===== config.mk =====
export PLATFORM = sky130hd
export DESIGN_NAME = icc_top
export DESIGN_NICKNAME = d
export VERILOG_FILES = /design/src/include/icc_pkg.sv /design/src/icc_sync.sv /design/src/icc_buf.sv /design/src/icc_top.sv
export VERILOG_INCLUDE_DIRS = /design/src /design/src/include
export SDC_FILE = /design/constraint.sdc
export NUM_CORES = 1
export LEC_CHECK = 0
export BUFFER_PORTS_ARGS = -buffer_cell sky130_fd_sc_hd__buf_4
export CAP_MARGIN = 20
export CORE_MARGIN = 8
export CORE_UTILIZATION = 49
export DETAILED_ROUTE_END_ITERATION = 8
export PLACE_DENSITY = 0.87
export SKIP_CTS_REPAIR_TIMING = 1
export SYNTH_ARGS = -nofsm -noshare
export SYNTH_HDL_FRONTEND = slang
export SYNTH_HIERARCHICAL = 1
export SYNTH_SLANG_ARGS = --single-unit

===== constraint.sdc =====
create_clock -name pclk -period 3.05 [get_ports pclk]
set_input_delay 0.4575 -clock pclk [delete_from_list [all_inputs] [get_ports pclk]]
set_output_delay 0.4575 -clock pclk [all_outputs]
set_load 0.01 [all_outputs]

===== src/include/icc_map.svh =====
// Register offsets, field positions, reset values of the capture channel
// Assumes a 32-bit APB slave with byte addresses in paddr
`ifndef ICC_MAP_SVH
`define ICC_MAP_SVH

`define ICC_ADDR_W 8
`define ICC_OFF_CTRL 8'h00
`define ICC_OFF_BUF 8'h04
`define ICC_OFF_ISTAT 8'h08
`define ICC_OFF_IMASK 8'h0C

`define ICC_IDLE_STOP_BIT 13
`define ICC_TSEL_MSB 12
`define ICC_TSEL_LSB 10
`define ICC_ICI_MSB 6
`define ICC_ICI_LSB 5
`define ICC_OVF_BIT 4
`define ICC_BNE_BIT 3
`define ICC_MODE_MSB 2
`define ICC_MODE_LSB 0

`define ICC_CTRL_WMASK 16'h3C67
`define ICC_CTRL_RESET 16'h0000

`define ICC_IST_W 3
`define ICC_IST_CAP_BIT 0
`define ICC_IST_OVF_BIT 1
`define ICC_IST_WAKE_BIT 2
`define ICC_IST_RESET 3'h0
`define ICC_IMASK_RESET 3'h0

`define ICC_DIV4_LAST 4'h3
`define ICC_DIV16_LAST 4'hF

`endif


===== src/include/icc_pkg.sv =====
// Types shared by the capture channel modules
// Assumes the constants header supplies all numeric positions
package icc_pkg;

    typedef enum logic [2:0] {
        ICC_M_OFF    = 3'h0,
        ICC_M_BOTH   = 3'h1,
        ICC_M_FALL   = 3'h2,
        ICC_M_RISE   = 3'h3,
        ICC_M_DIV4   = 3'h4,
        ICC_M_DIV16  = 3'h5,
        ICC_M_UNUSED = 3'h6,
        ICC_M_PIN    = 3'h7
    } icc_mode_e;

    typedef enum logic [2:0] {
        ICC_T_TMR3   = 3'h0,
        ICC_T_TMR2   = 3'h1,
        ICC_T_TMR4   = 3'h2,
        ICC_T_TMR5   = 3'h3,
        ICC_T_TMR1   = 3'h4,
        ICC_T_RSV5   = 3'h5,
        ICC_T_RSV6   = 3'h6,
        ICC_T_PERIPH = 3'h7
    } icc_tsel_e;

    typedef enum logic [2:0] {
        ICC_S_IDLE = 3'b001,
        ICC_S_WAIT = 3'b010,
        ICC_S_RESP = 3'b100
    } icc_apb_state_e;

endpackage


===== src/icc_sync.sv =====
// Two-flop synchroniser for the capture pin with edge pulses
// Assumes an asynchronous pin and one clock domain
module icc_sync (
    input wire logic clk,
    input wire logic rst_n,
    input wire logic async_in,
    output logic rise,
    output logic fall
);
    logic meta_q;
    logic sync_q;
    logic last_q;

    always_ff @(posedge clk or negedge rst_n) begin
        if (!rst_n) begin
            meta_q <= 1'b0;
            sync_q <= 1'b0;
            last_q <= 1'b0;
        end else begin
            meta_q <= async_in;
            sync_q <= meta_q;
            last_q <= sync_q;
        end
    end

    assign rise = sync_q & ~last_q;
    assign fall = ~sync_q & last_q;
endmodule


===== src/icc_buf.sv =====
// Capture buffer storage, registered read port
// Assumes pointers are kept by the caller
module icc_buf #(
    parameter int W = 16,
    parameter int DEPTH = 4
) (
    input wire logic clk,
    input wire logic wr_en,
    input wire logic [$clog2(DEPTH)-1:0] wr_addr,
    input wire logic [W-1:0] wr_data,
    input wire logic [$clog2(DEPTH)-1:0] rd_addr,
    output logic [W-1:0] rd_data
);
    logic [W-1:0] mem [DEPTH];

    always_ff @(posedge clk) begin
        if (wr_en) begin
            mem[wr_addr] <= wr_data;
        end
        rd_data <= mem[rd_addr];
    end
endmodule


===== src/icc_top.sv =====
// Input capture channel: control register, edge capture, buffer, interrupt
// Assumes APB master on pclk; timer counts arrive synchronous to pclk
`include "icc_map.svh"

module icc_top #(
    parameter int CNT_W = 16,
    parameter int DEPTH = 4
) (
    input wire logic pclk,
    input wire logic presetn,
    input wire logic psel,
    input wire logic penable,
    input wire logic pwrite,
    input wire logic [`ICC_ADDR_W-1:0] paddr,
    input wire logic [31:0] pwdata,
    output logic [31:0] prdata,
    output logic pready,
    output logic pslverr,
    input wire logic capture_pin,
    input wire logic cpu_idle,
    input wire logic cpu_sleep,
    input wire logic [CNT_W-1:0] timer_one_count,
    input wire logic [CNT_W-1:0] timer_two_count,
    input wire logic [CNT_W-1:0] timer_three_count,
    input wire logic [CNT_W-1:0] timer_four_count,
    input wire logic [CNT_W-1:0] timer_five_count,
    output logic irq
);
    localparam int AW = $clog2(DEPTH);

    generate
        if (CNT_W < 1 || CNT_W > 32) begin : g_bad_cnt
            $error("icc_top: CNT_W must be 1..32");
        end
        if (DEPTH < 2 || (DEPTH & (DEPTH - 1)) != 0) begin : g_bad_depth
            $error("icc_top: DEPTH must be a power of two >= 2");
        end
        // Status and unimplemented bits must stay out of the write mask
        if (`ICC_IST_W != 3 || (`ICC_CTRL_WMASK & 16'hC398) != 16'h0000) begin : g_bad_map
            $error("icc_top: header constants do not fit this logic");
        end
    endgenerate

    // Register state
    logic [15:0] ctrl_q;
    logic [`ICC_IST_W-1:0] ist_q;
    logic [`ICC_IST_W-1:0] imask_q;
    logic ovf_q;
    logic [AW:0] wr_ptr_q;
    logic [AW:0] rd_ptr_q;
    logic [3:0] presc_q;
    logic [1:0] icnt_q;
    logic [CNT_W-1:0] periph_cnt_q;
    icc_pkg::icc_apb_state_e st_q;
    logic [31:0] prdata_q;
    logic pready_q;
    logic pslverr_q;
    logic irq_q;

    // Pin edges
    logic pin_rise;
    logic pin_fall;

    icc_sync u_sync (
        .clk(pclk),
        .rst_n(presetn),
        .async_in(capture_pin),
        .rise(pin_rise),
        .fall(pin_fall)
    );

    // Control fields
    wire idle_stop = ctrl_q[`ICC_IDLE_STOP_BIT];
    wire [2:0] tsel = ctrl_q[`ICC_TSEL_MSB:`ICC_TSEL_LSB];
    wire [1:0] captures_per_interrupt = ctrl_q[`ICC_ICI_MSB:`ICC_ICI_LSB];
    wire [2:0] mode = ctrl_q[`ICC_MODE_MSB:`ICC_MODE_LSB];

    wire m_off = (mode == icc_pkg::ICC_M_OFF);
    wire m_unused = (mode == icc_pkg::ICC_M_UNUSED);
    wire m_both = (mode == icc_pkg::ICC_M_BOTH);
    wire m_fall = (mode == icc_pkg::ICC_M_FALL);
    wire m_rise = (mode == icc_pkg::ICC_M_RISE);
    wire m_div4 = (mode == icc_pkg::ICC_M_DIV4);
    wire m_div16 = (mode == icc_pkg::ICC_M_DIV16);
    wire m_pin = (mode == icc_pkg::ICC_M_PIN);
    wire m_disabled = m_off | m_unused;

    // Capture halts in CPU idle only when asked to
    wire halted = idle_stop & cpu_idle;
    wire run = ~halted & ~m_disabled;

    // Edge qualification per mode
    wire hit_both = m_both & (pin_rise | pin_fall);
    wire hit_rise = m_rise & pin_rise;
    wire hit_fall = m_fall & pin_fall;
    wire hit_div = (m_div4 | m_div16) & pin_rise;
    wire edge_hit = run & (hit_both | hit_rise | hit_fall | hit_div);

    wire [3:0] presc_last = m_div16 ? `ICC_DIV16_LAST : `ICC_DIV4_LAST;
    wire presc_wrap = (presc_q == presc_last);
    wire cap_evt = edge_hit & (~hit_div | presc_wrap);

    // Wake pin ignores every other control field, including idle-stop
    wire wake_evt = m_pin & (cpu_sleep | cpu_idle) & pin_rise;

    // Timebase selection
    logic [CNT_W-1:0] ts_val;

    always_comb begin
        case (tsel)
            icc_pkg::ICC_T_PERIPH: ts_val = periph_cnt_q;
            icc_pkg::ICC_T_TMR1: ts_val = timer_one_count;
            icc_pkg::ICC_T_TMR5: ts_val = timer_five_count;
            icc_pkg::ICC_T_TMR4: ts_val = timer_four_count;
            icc_pkg::ICC_T_TMR2: ts_val = timer_two_count;
            icc_pkg::ICC_T_TMR3: ts_val = timer_three_count;
            default: ts_val = '0;
        endcase
    end

    // Buffer pointers and status
    wire [AW:0] fill = wr_ptr_q - rd_ptr_q;
    wire buf_empty = (wr_ptr_q == rd_ptr_q);
    wire buf_full = (fill == (AW + 1)'(DEPTH));
    wire push = cap_evt & ~buf_full;
    wire ovf_set = cap_evt & buf_full;
    logic [CNT_W-1:0] buf_rd_data;

    icc_buf #(
        .W(CNT_W),
        .DEPTH(DEPTH)
    ) u_buf (
        .clk(pclk),
        .wr_en(push),
        .wr_addr(wr_ptr_q[AW-1:0]),
        .wr_data(ts_val),
        .rd_addr(rd_ptr_q[AW-1:0]),
        .rd_data(buf_rd_data)
    );

    // APB decode
    wire addr_ctrl = (paddr == `ICC_OFF_CTRL);
    wire addr_buf = (paddr == `ICC_OFF_BUF);
    wire addr_ist = (paddr == `ICC_OFF_ISTAT);
    wire addr_imask = (paddr == `ICC_OFF_IMASK);
    wire addr_hit = addr_ctrl | addr_buf | addr_ist | addr_imask;

    // Access phase as seen by the slave
    wire apb_access = psel & penable;

    wire acc_done = (st_q == icc_pkg::ICC_S_RESP) & apb_access;
    wire wr_ok = acc_done & pwrite & addr_hit;
    wire rd_ok = acc_done & ~pwrite & addr_hit;
    wire ctrl_wr = wr_ok & addr_ctrl;
    wire imask_wr = wr_ok & addr_imask;
    wire pop = rd_ok & addr_buf & ~buf_empty;
    wire ist_rd = rd_ok & addr_ist;

    // Unimplemented bits come back as zero
    wire [15:0] ctrl_view = {ctrl_q[15:5], ovf_q, ~buf_empty, ctrl_q[2:0]};
    wire [31:0] buf_view = buf_empty ? 32'h0000_0000 : 32'(buf_rd_data);
    wire [31:0] rd_mux = addr_ctrl ? {16'h0000, ctrl_view} :
                         addr_buf ? buf_view :
                         addr_ist ? {29'h0000_0000, ist_q} :
                         addr_imask ? {29'h0000_0000, imask_q} :
                         32'h0000_0000;

    // Interrupt rate; both-edge mode fires on every capture
    wire ici_ignored = m_both | m_pin;
    wire rate_hit = ici_ignored | (icnt_q == captures_per_interrupt);
    wire cap_int = cap_evt & rate_hit;

    // Event order matches the status and mask layout
    wire [`ICC_IST_W-1:0] ist_set = {wake_evt, ovf_set, cap_int};
    // Set beats the read-clear in the same cycle
    wire [`ICC_IST_W-1:0] ist_d = (ist_rd ? {`ICC_IST_W{1'b0}} : ist_q) | ist_set;
    wire [`ICC_IST_W-1:0] imask_d = imask_wr ? pwdata[`ICC_IST_W-1:0] : imask_q;

    // Control register
    always_ff @(posedge pclk or negedge presetn) begin
        if (!presetn) begin
            ctrl_q <= `ICC_CTRL_RESET;
        end else if (ctrl_wr) begin
            ctrl_q <= pwdata[15:0] & `ICC_CTRL_WMASK;
        end
    end

    // Free-running peripheral clock count
    always_ff @(posedge pclk or negedge presetn) begin
        if (!presetn) begin
            periph_cnt_q <= '0;
        end else begin
            periph_cnt_q <= periph_cnt_q + 1'b1;
        end
    end

    // Prescaler restarts whenever the control register is written
    always_ff @(posedge pclk or negedge presetn) begin
        if (!presetn) begin
            presc_q <= 4'h0;
        end else if (ctrl_wr || m_disabled) begin
            presc_q <= 4'h0;
        end else if (edge_hit && hit_div) begin
            presc_q <= presc_wrap ? 4'h0 : presc_q + 4'h1;
        end
    end

    // Captures-per-interrupt counter
    always_ff @(posedge pclk or negedge presetn) begin
        if (!presetn) begin
            icnt_q <= 2'h0;
        end else if (ctrl_wr || m_disabled) begin
            icnt_q <= 2'h0;
        end else if (cap_evt) begin
            icnt_q <= rate_hit ? 2'h0 : icnt_q + 2'h1;
        end
    end

    // Buffer pointers; a disabled channel discards stored captures
    always_ff @(posedge pclk or negedge presetn) begin
        if (!presetn) begin
            wr_ptr_q <= '0;
        end else if (m_disabled) begin
            wr_ptr_q <= '0;
        end else if (push) begin
            wr_ptr_q <= wr_ptr_q + 1'b1;
        end
    end

    // Read side advances only on a completed read of a non-empty buffer, and clears when the channel is disabled
    always_ff @(posedge pclk or negedge presetn) begin
        if (!presetn) begin
            rd_ptr_q <= '0;
        end else if (m_disabled) begin
            rd_ptr_q <= '0;
        end else if (pop) begin
            rd_ptr_q <= rd_ptr_q + 1'b1;
        end
    end

    // Overflow flag: set by a lost capture, cleared once the buffer drains
    wire drain = pop & (fill == (AW + 1)'(1)) & ~push;

    always_ff @(posedge pclk or negedge presetn) begin
        if (!presetn) begin
            ovf_q <= 1'b0;
        end else if (ovf_set) begin
            ovf_q <= 1'b1;
        end else if (drain || m_disabled) begin
            ovf_q <= 1'b0;
        end
    end

    // Interrupt status, mask and output
    always_ff @(posedge pclk or negedge presetn) begin
        if (!presetn) begin
            ist_q <= `ICC_IST_RESET;
        end else begin
            ist_q <= ist_d;
        end
    end

    always_ff @(posedge pclk or negedge presetn) begin
        if (!presetn) begin
            imask_q <= `ICC_IMASK_RESET;
        end else begin
            imask_q <= imask_d;
        end
    end

    // Built from next values so the output never lags a status bit
    always_ff @(posedge pclk or negedge presetn) begin
        if (!presetn) begin
            irq_q <= 1'b0;
        end else begin
            irq_q <= |(ist_d & imask_d);
        end
    end

    // APB slave: one wait state, answer on the second access edge
    always_ff @(posedge pclk or negedge presetn) begin
        if (!presetn) begin
            st_q <= icc_pkg::ICC_S_IDLE;
            pready_q <= 1'b0;
            pslverr_q <= 1'b0;
            prdata_q <= 32'h0000_0000;
        end else begin
            case (st_q)
                icc_pkg::ICC_S_IDLE: begin
                    pready_q <= 1'b0;
                    pslverr_q <= 1'b0;
                    if (psel) begin
                        st_q <= icc_pkg::ICC_S_WAIT;
                    end
                end
                icc_pkg::ICC_S_WAIT: begin
                    if (apb_access) begin
                        st_q <= icc_pkg::ICC_S_RESP;
                        pready_q <= 1'b1;
                        pslverr_q <= ~addr_hit;
                        prdata_q <= pwrite ? 32'h0000_0000 : rd_mux;
                    end else if (!psel) begin
                        st_q <= icc_pkg::ICC_S_IDLE;
                    end
                end
                icc_pkg::ICC_S_RESP: begin
                    st_q <= icc_pkg::ICC_S_IDLE;
                    pready_q <= 1'b0;
                    pslverr_q <= 1'b0;
                end
                default: begin
                    st_q <= icc_pkg::ICC_S_IDLE;
                    pready_q <= 1'b0;
                    pslverr_q <= 1'b0;
                end
            endcase
        end
    end

    assign prdata = prdata_q;
    assign pready = pready_q;
    assign pslverr = pslverr_q;
    assign irq = irq_q;
endmodule


==> run summary <==
Setup repair after global routing left no endpoint under its margin. In this run the number of H-tree levels came out at 4. Setup violations remaining at the end of the flow were counted as 0. The worst register-to-register path has a depth of 8. The final-report hold violation count came out at 0. The cell area after placement was 0.008075 mm2.

The fraction of power consumed by sequential logic came out at 0.478. Setup total negative slack on the finished layout was measured at 0 ns. Critical setup path kind: reg2reg. Summed over all cells, the static leakage comes to 3.613 nW.

The floorplan step set the die width to 135.7 um. The period utilization was 0.8957; the sequential-to-total area share from yosys stat was 0.5651. The part of the total power dissipated in combinational logic is 0.050, and the layout filler cell count is 1081. Across the run, the number of max-cap violations was 0. Row generation in the floorplan step produced 43 rows.

The detail route stage leaves a number of antenna-violating nets equal to 0. The synthesis warning total was 6; the first-pass detailed-route iteration total was 5. Family of cells with the greatest summed delay on the critical path: adder cells. The floorplan step defined a die boundary enclosing 0.01843 mm2.

The number of stages on the worst hold path works out to 1. The run gives 0.8768 as the global placement routability congestion. The tree is rooted in a sky130_fd_sc_hd__clkbuf_16. The tools report the number of pins with negative max-slew slack in the final report as 0. TritonCTS built the clock tree. The aggregate global-route resource usage came out at 0.1958. The most used flip-flop cell after synthesis is sky130_fd_sc_hd__dfrtp_1. Dividing the detail-routed via count by the number of cells gives 5.786. For the initial antenna violation count, the log shows 0. Ranked by instance count, the synthesized netlist is headed by sky130_fd_sc_hd__dfrtp_1 (68), sky130_fd_sc_hd__edfxtp_1 (64), sky130_fd_sc_hd__nor2_1 (41), sky130_fd_sc_hd__nand2_1 (40), sky130_fd_sc_hd__a21oi_1 (33). In this run, synthesis inferred 64 flip-flops with an integrated enable. The layout-stage area growth over the synthesis result works out to 23.44%. The net switching fraction of the power was 0.2177; the async set-reset flop share out of synthesis was 0.4631.

The first global-routing pass estimated 27.90 mm of wire. The maximum clock insertion buffer count was 2; the count of buffers from port buffering was 123. Cell type with the highest aggregate area in the netlist: sky130_fd_sc_hd__edfxtp_1. The multi-input combinational cell area was 0.002818 mm2; the total power draw was 4.409 mW. STA puts the critical path data required time at 3.15 ns. The logs give 149 for the total clock sinks and 824 for the post-layout net count. The signal on the critical path passes through inv_1 -> ha_1 -> fa_1 -> xor3_1 -> nand3_1 -> o2111a_1 -> nor3b_2 -> buf_4. Counting buffers and inverters, the worst setup path is 8 cells deep. For the overall routed net length, the log shows 17.63 mm. The run gives 70 as the pin count of the biggest net entering global routing.

The slew at the pin closest to its max-slew limit was 1.066 ns; the sequential cell area was 0.003970 mm2. The upper clock frequency limit is 366.1 MHz, and the cell area power density is 508.4 mW/mm2. In this run the worst path has a maximum fanout of 16.

Summed over all nets, the switching power comes to 0.9597 mW. The number of distinct library cell variants in the gate-level netlist after synthesis came out at 70. The synthesized netlist occupies a cell area of 0.007025 mm2. Category of the worst setup path capture point: a register.

The worst setup path is launched from a register. The total internal power is 3.449 mW, and the global route total overflow is 0. The path with the worst hold slack has its endpoint at u_sync/meta_q.

The worst register-to-register path ends at u_buf/mem[0][2]. The worst IR drop on VDD is 0.0003964 V. The clock latency at the later pin of the worst-skew pair was 0.42 ns; the critical path data arrival time was 2.83 ns. The fraction of layout instances using a drive strength above 1 was 0.2920; the area share of the largest cell type after synthesis was 0.2736. The logs give 0 for the count of unresolved DRC violations after routing and 367 for the initial DRC count. The tools report the antenna diode instance count as 0. On the critical path, the stage with the largest delay is an instance of sky130_fd_sc_hd__dfrtp_1. The average instance in the mapped netlist occupies 12.50 um2.

The run gives 0.2892 as the remaining max-slew budget at the tightest pin. By area the synthesized netlist is led by sky130_fd_sc_hd__edfxtp_1 (27%), sky130_fd_sc_hd__dfrtp_1 (24%), sky130_fd_sc_hd__dfxtp_1 (4.6%). The CTS buffer count was 17; the number of buffers and inverters on the critical path was 2. The logs give 163 for the number of placed I/O pins and 0.008672 mm2 for the final standard cell area without fillers.

On the worst path, the slowest cell contributes a delay of 0.48 ns. The total of flip-flops plus latches after synthesis was 149. The run finished with clean final reports.

The min-delay analysis places its worst path in the category in2reg. The run gives 562 as the gate count of the mapped netlist. The run gives 0.01393 mm2 as the area of the placeable core.

The share of power burned in the clock network is 0.472, and the register-to-register setup slack is 0.32 ns. After clock tree synthesis, the clock-pin slew on the worst setup and hold paths is 0.06 ns. For the finished layout, the period the worst path requires is 2.732 ns.

The worst setup skew after layout came out at 0.008473 ns. The run gives 5438 as the via count of the first global-routing pass. Routed length per instance: 19.99 um. Total half-perimeter wirelength after legalization and detailed placement: 12.81 mm. The routed layout has 5103 vias. The worst hold path startpoint was capture_pin. The height of the die was 135.7 um.

The initial standard-cell utilization of the core was 0.5042. The cell with the most instances after synthesis was sky130_fd_sc_hd__dfrtp_1. The startpoint of the worst-slack reg-to-reg timing path was wr_ptr_q[0].
## stage by stage
step,instances,hold slack (ns),setup WS [ns],utilization
after global placement,850,0.3362,0.4490,0.5795
final,882,0.1503,0.3182,0.6223
after detailed placement,850,0.3371,0.3453,0.5795
after global routing,882,0.1333,0.1836,0.6223
after floorplan,577,0.1619,0.2482,-
after CTS,882,0.1321,0.3072,0.6223
## power by group through the flow
stage	combinational [mW]	sequential (mW)	clock [mW]
after floorplan	0.0874	2.15	0
after CTS	0.222	2.11	2.12
after detailed placement	0.221	2.15	0
after global placement	0.214	2.15	0
after global routing	0.241	2.11	2.20
final	0.222	2.11	2.08
## flip-flops by register name (all words and copies together), names as in the netlist, 4 cells and up
register and cells:
prdata 16, ctrl_q 9, presc_q 4, u_buf/rd_data 16
periph_cnt_q 16, u_buf/mem 64
## worst max-delay path by stage
stage | from | slack [ns] | endpoint
final | wr_ptr_q[0] | 0.32 | u_buf/mem[0][2]
after global routing | wr_ptr_q[0] | 0.18 | u_buf/mem[0][2]
after CTS | wr_ptr_q[0] | 0.31 | u_buf/mem[0][1]
after detailed placement | wr_ptr_q[0] | 0.35 | u_buf/mem[0][12]
after global placement | wr_ptr_q[0] | 0.45 | u_buf/mem[0][7]
after floorplan | wr_ptr_q[0] | 0.25 | u_buf/mem[0][0]
## cell usage in the layout, fill, tap and decap left out, types with 4 or more instances in the layout
cell / count
sky130_fd_sc_hd__clkbuf_16: 17
sky130_fd_sc_hd__o21ai_1: 10
sky130_fd_sc_hd__clkinv_4: 4
sky130_fd_sc_hd__a22oi_1: 9
sky130_fd_sc_hd__dfxtp_1: 16
sky130_fd_sc_hd__conb_1: 16
sky130_fd_sc_hd__a21oi_1: 33
sky130_fd_sc_hd__xor2_1: 5
sky130_fd_sc_hd__o21ai_0: 12
sky130_fd_sc_hd__nor3_1: 6
sky130_fd_sc_hd__a221oi_1: 11
sky130_fd_sc_hd__a211oi_1: 4
sky130_fd_sc_hd__inv_1: 15
sky130_fd_sc_hd__nand2b_1: 5
sky130_fd_sc_hd__and3_1: 8
sky130_fd_sc_hd__nand3_1: 16
sky130_fd_sc_hd__a31oi_1: 4
sky130_fd_sc_hd__a22o_1: 5
sky130_fd_sc_hd__mux4_2: 11
sky130_fd_sc_hd__mux2_2: 15
sky130_fd_sc_hd__buf_4: 134
sky130_fd_sc_hd__nand4_1: 5
sky130_fd_sc_hd__mux4_1: 6
sky130_fd_sc_hd__xnor2_1: 16
sky130_fd_sc_hd__or3_1: 5
sky130_fd_sc_hd__nand2_1: 40
sky130_fd_sc_hd__nor2_1: 41
sky130_fd_sc_hd__edfxtp_1: 64
sky130_fd_sc_hd__mux2i_1: 20
sky130_fd_sc_hd__mux2_1: 9
sky130_fd_sc_hd__inv_6: 4
sky130_fd_sc_hd__ha_1: 6
sky130_fd_sc_hd__dfrtp_1: 68
## layer usage
layer  part of all wire  vias to the layer above  wire length, um  global-route usage
met5                  0                        -                0                   0
met4              0.023                        0              398             0.08020
met3               0.10                       34             1768             0.07381
met2               0.48                      263             8432              0.3189
met1               0.40                     2484             7033              0.2282
li1                   -                     2322                -                   -
## layout make-up
class | count | area share
Clock buffer | 18 | 0.04949
Clock inverter | 14 | 0.01933
Inverter | 15 | 0.006493
Multi-Input combinational cell | 372 | 0.3249
Sequential cell | 149 | 0.4578
Tap cell | 180 | 0.02597
Timing Repair Buffer | 134 | 0.1160
## kinds of logic (layout without fill, tap and decap cells)
| kind of cell | count (synthesis) | count (layout) | synth area share |
|---|---|---|---|
| and+or+nand+nor | 157 | 157 | 0.1191 |
| other | 1 | 16 | 0.0005338 |
| AOI/OAI and AO/OA | 108 | 108 | 0.1026 |
| buffers and inverters | 56 | 181 | 0.04257 |
| DFF | 149 | 149 | 0.5651 |
| muxes | 61 | 61 | 0.1247 |
| xor gates and xnor gates | 23 | 23 | 0.03188 |
| adders and majority gates | 7 | 7 | 0.01354 |
Power figures use the tool's default switching activity.
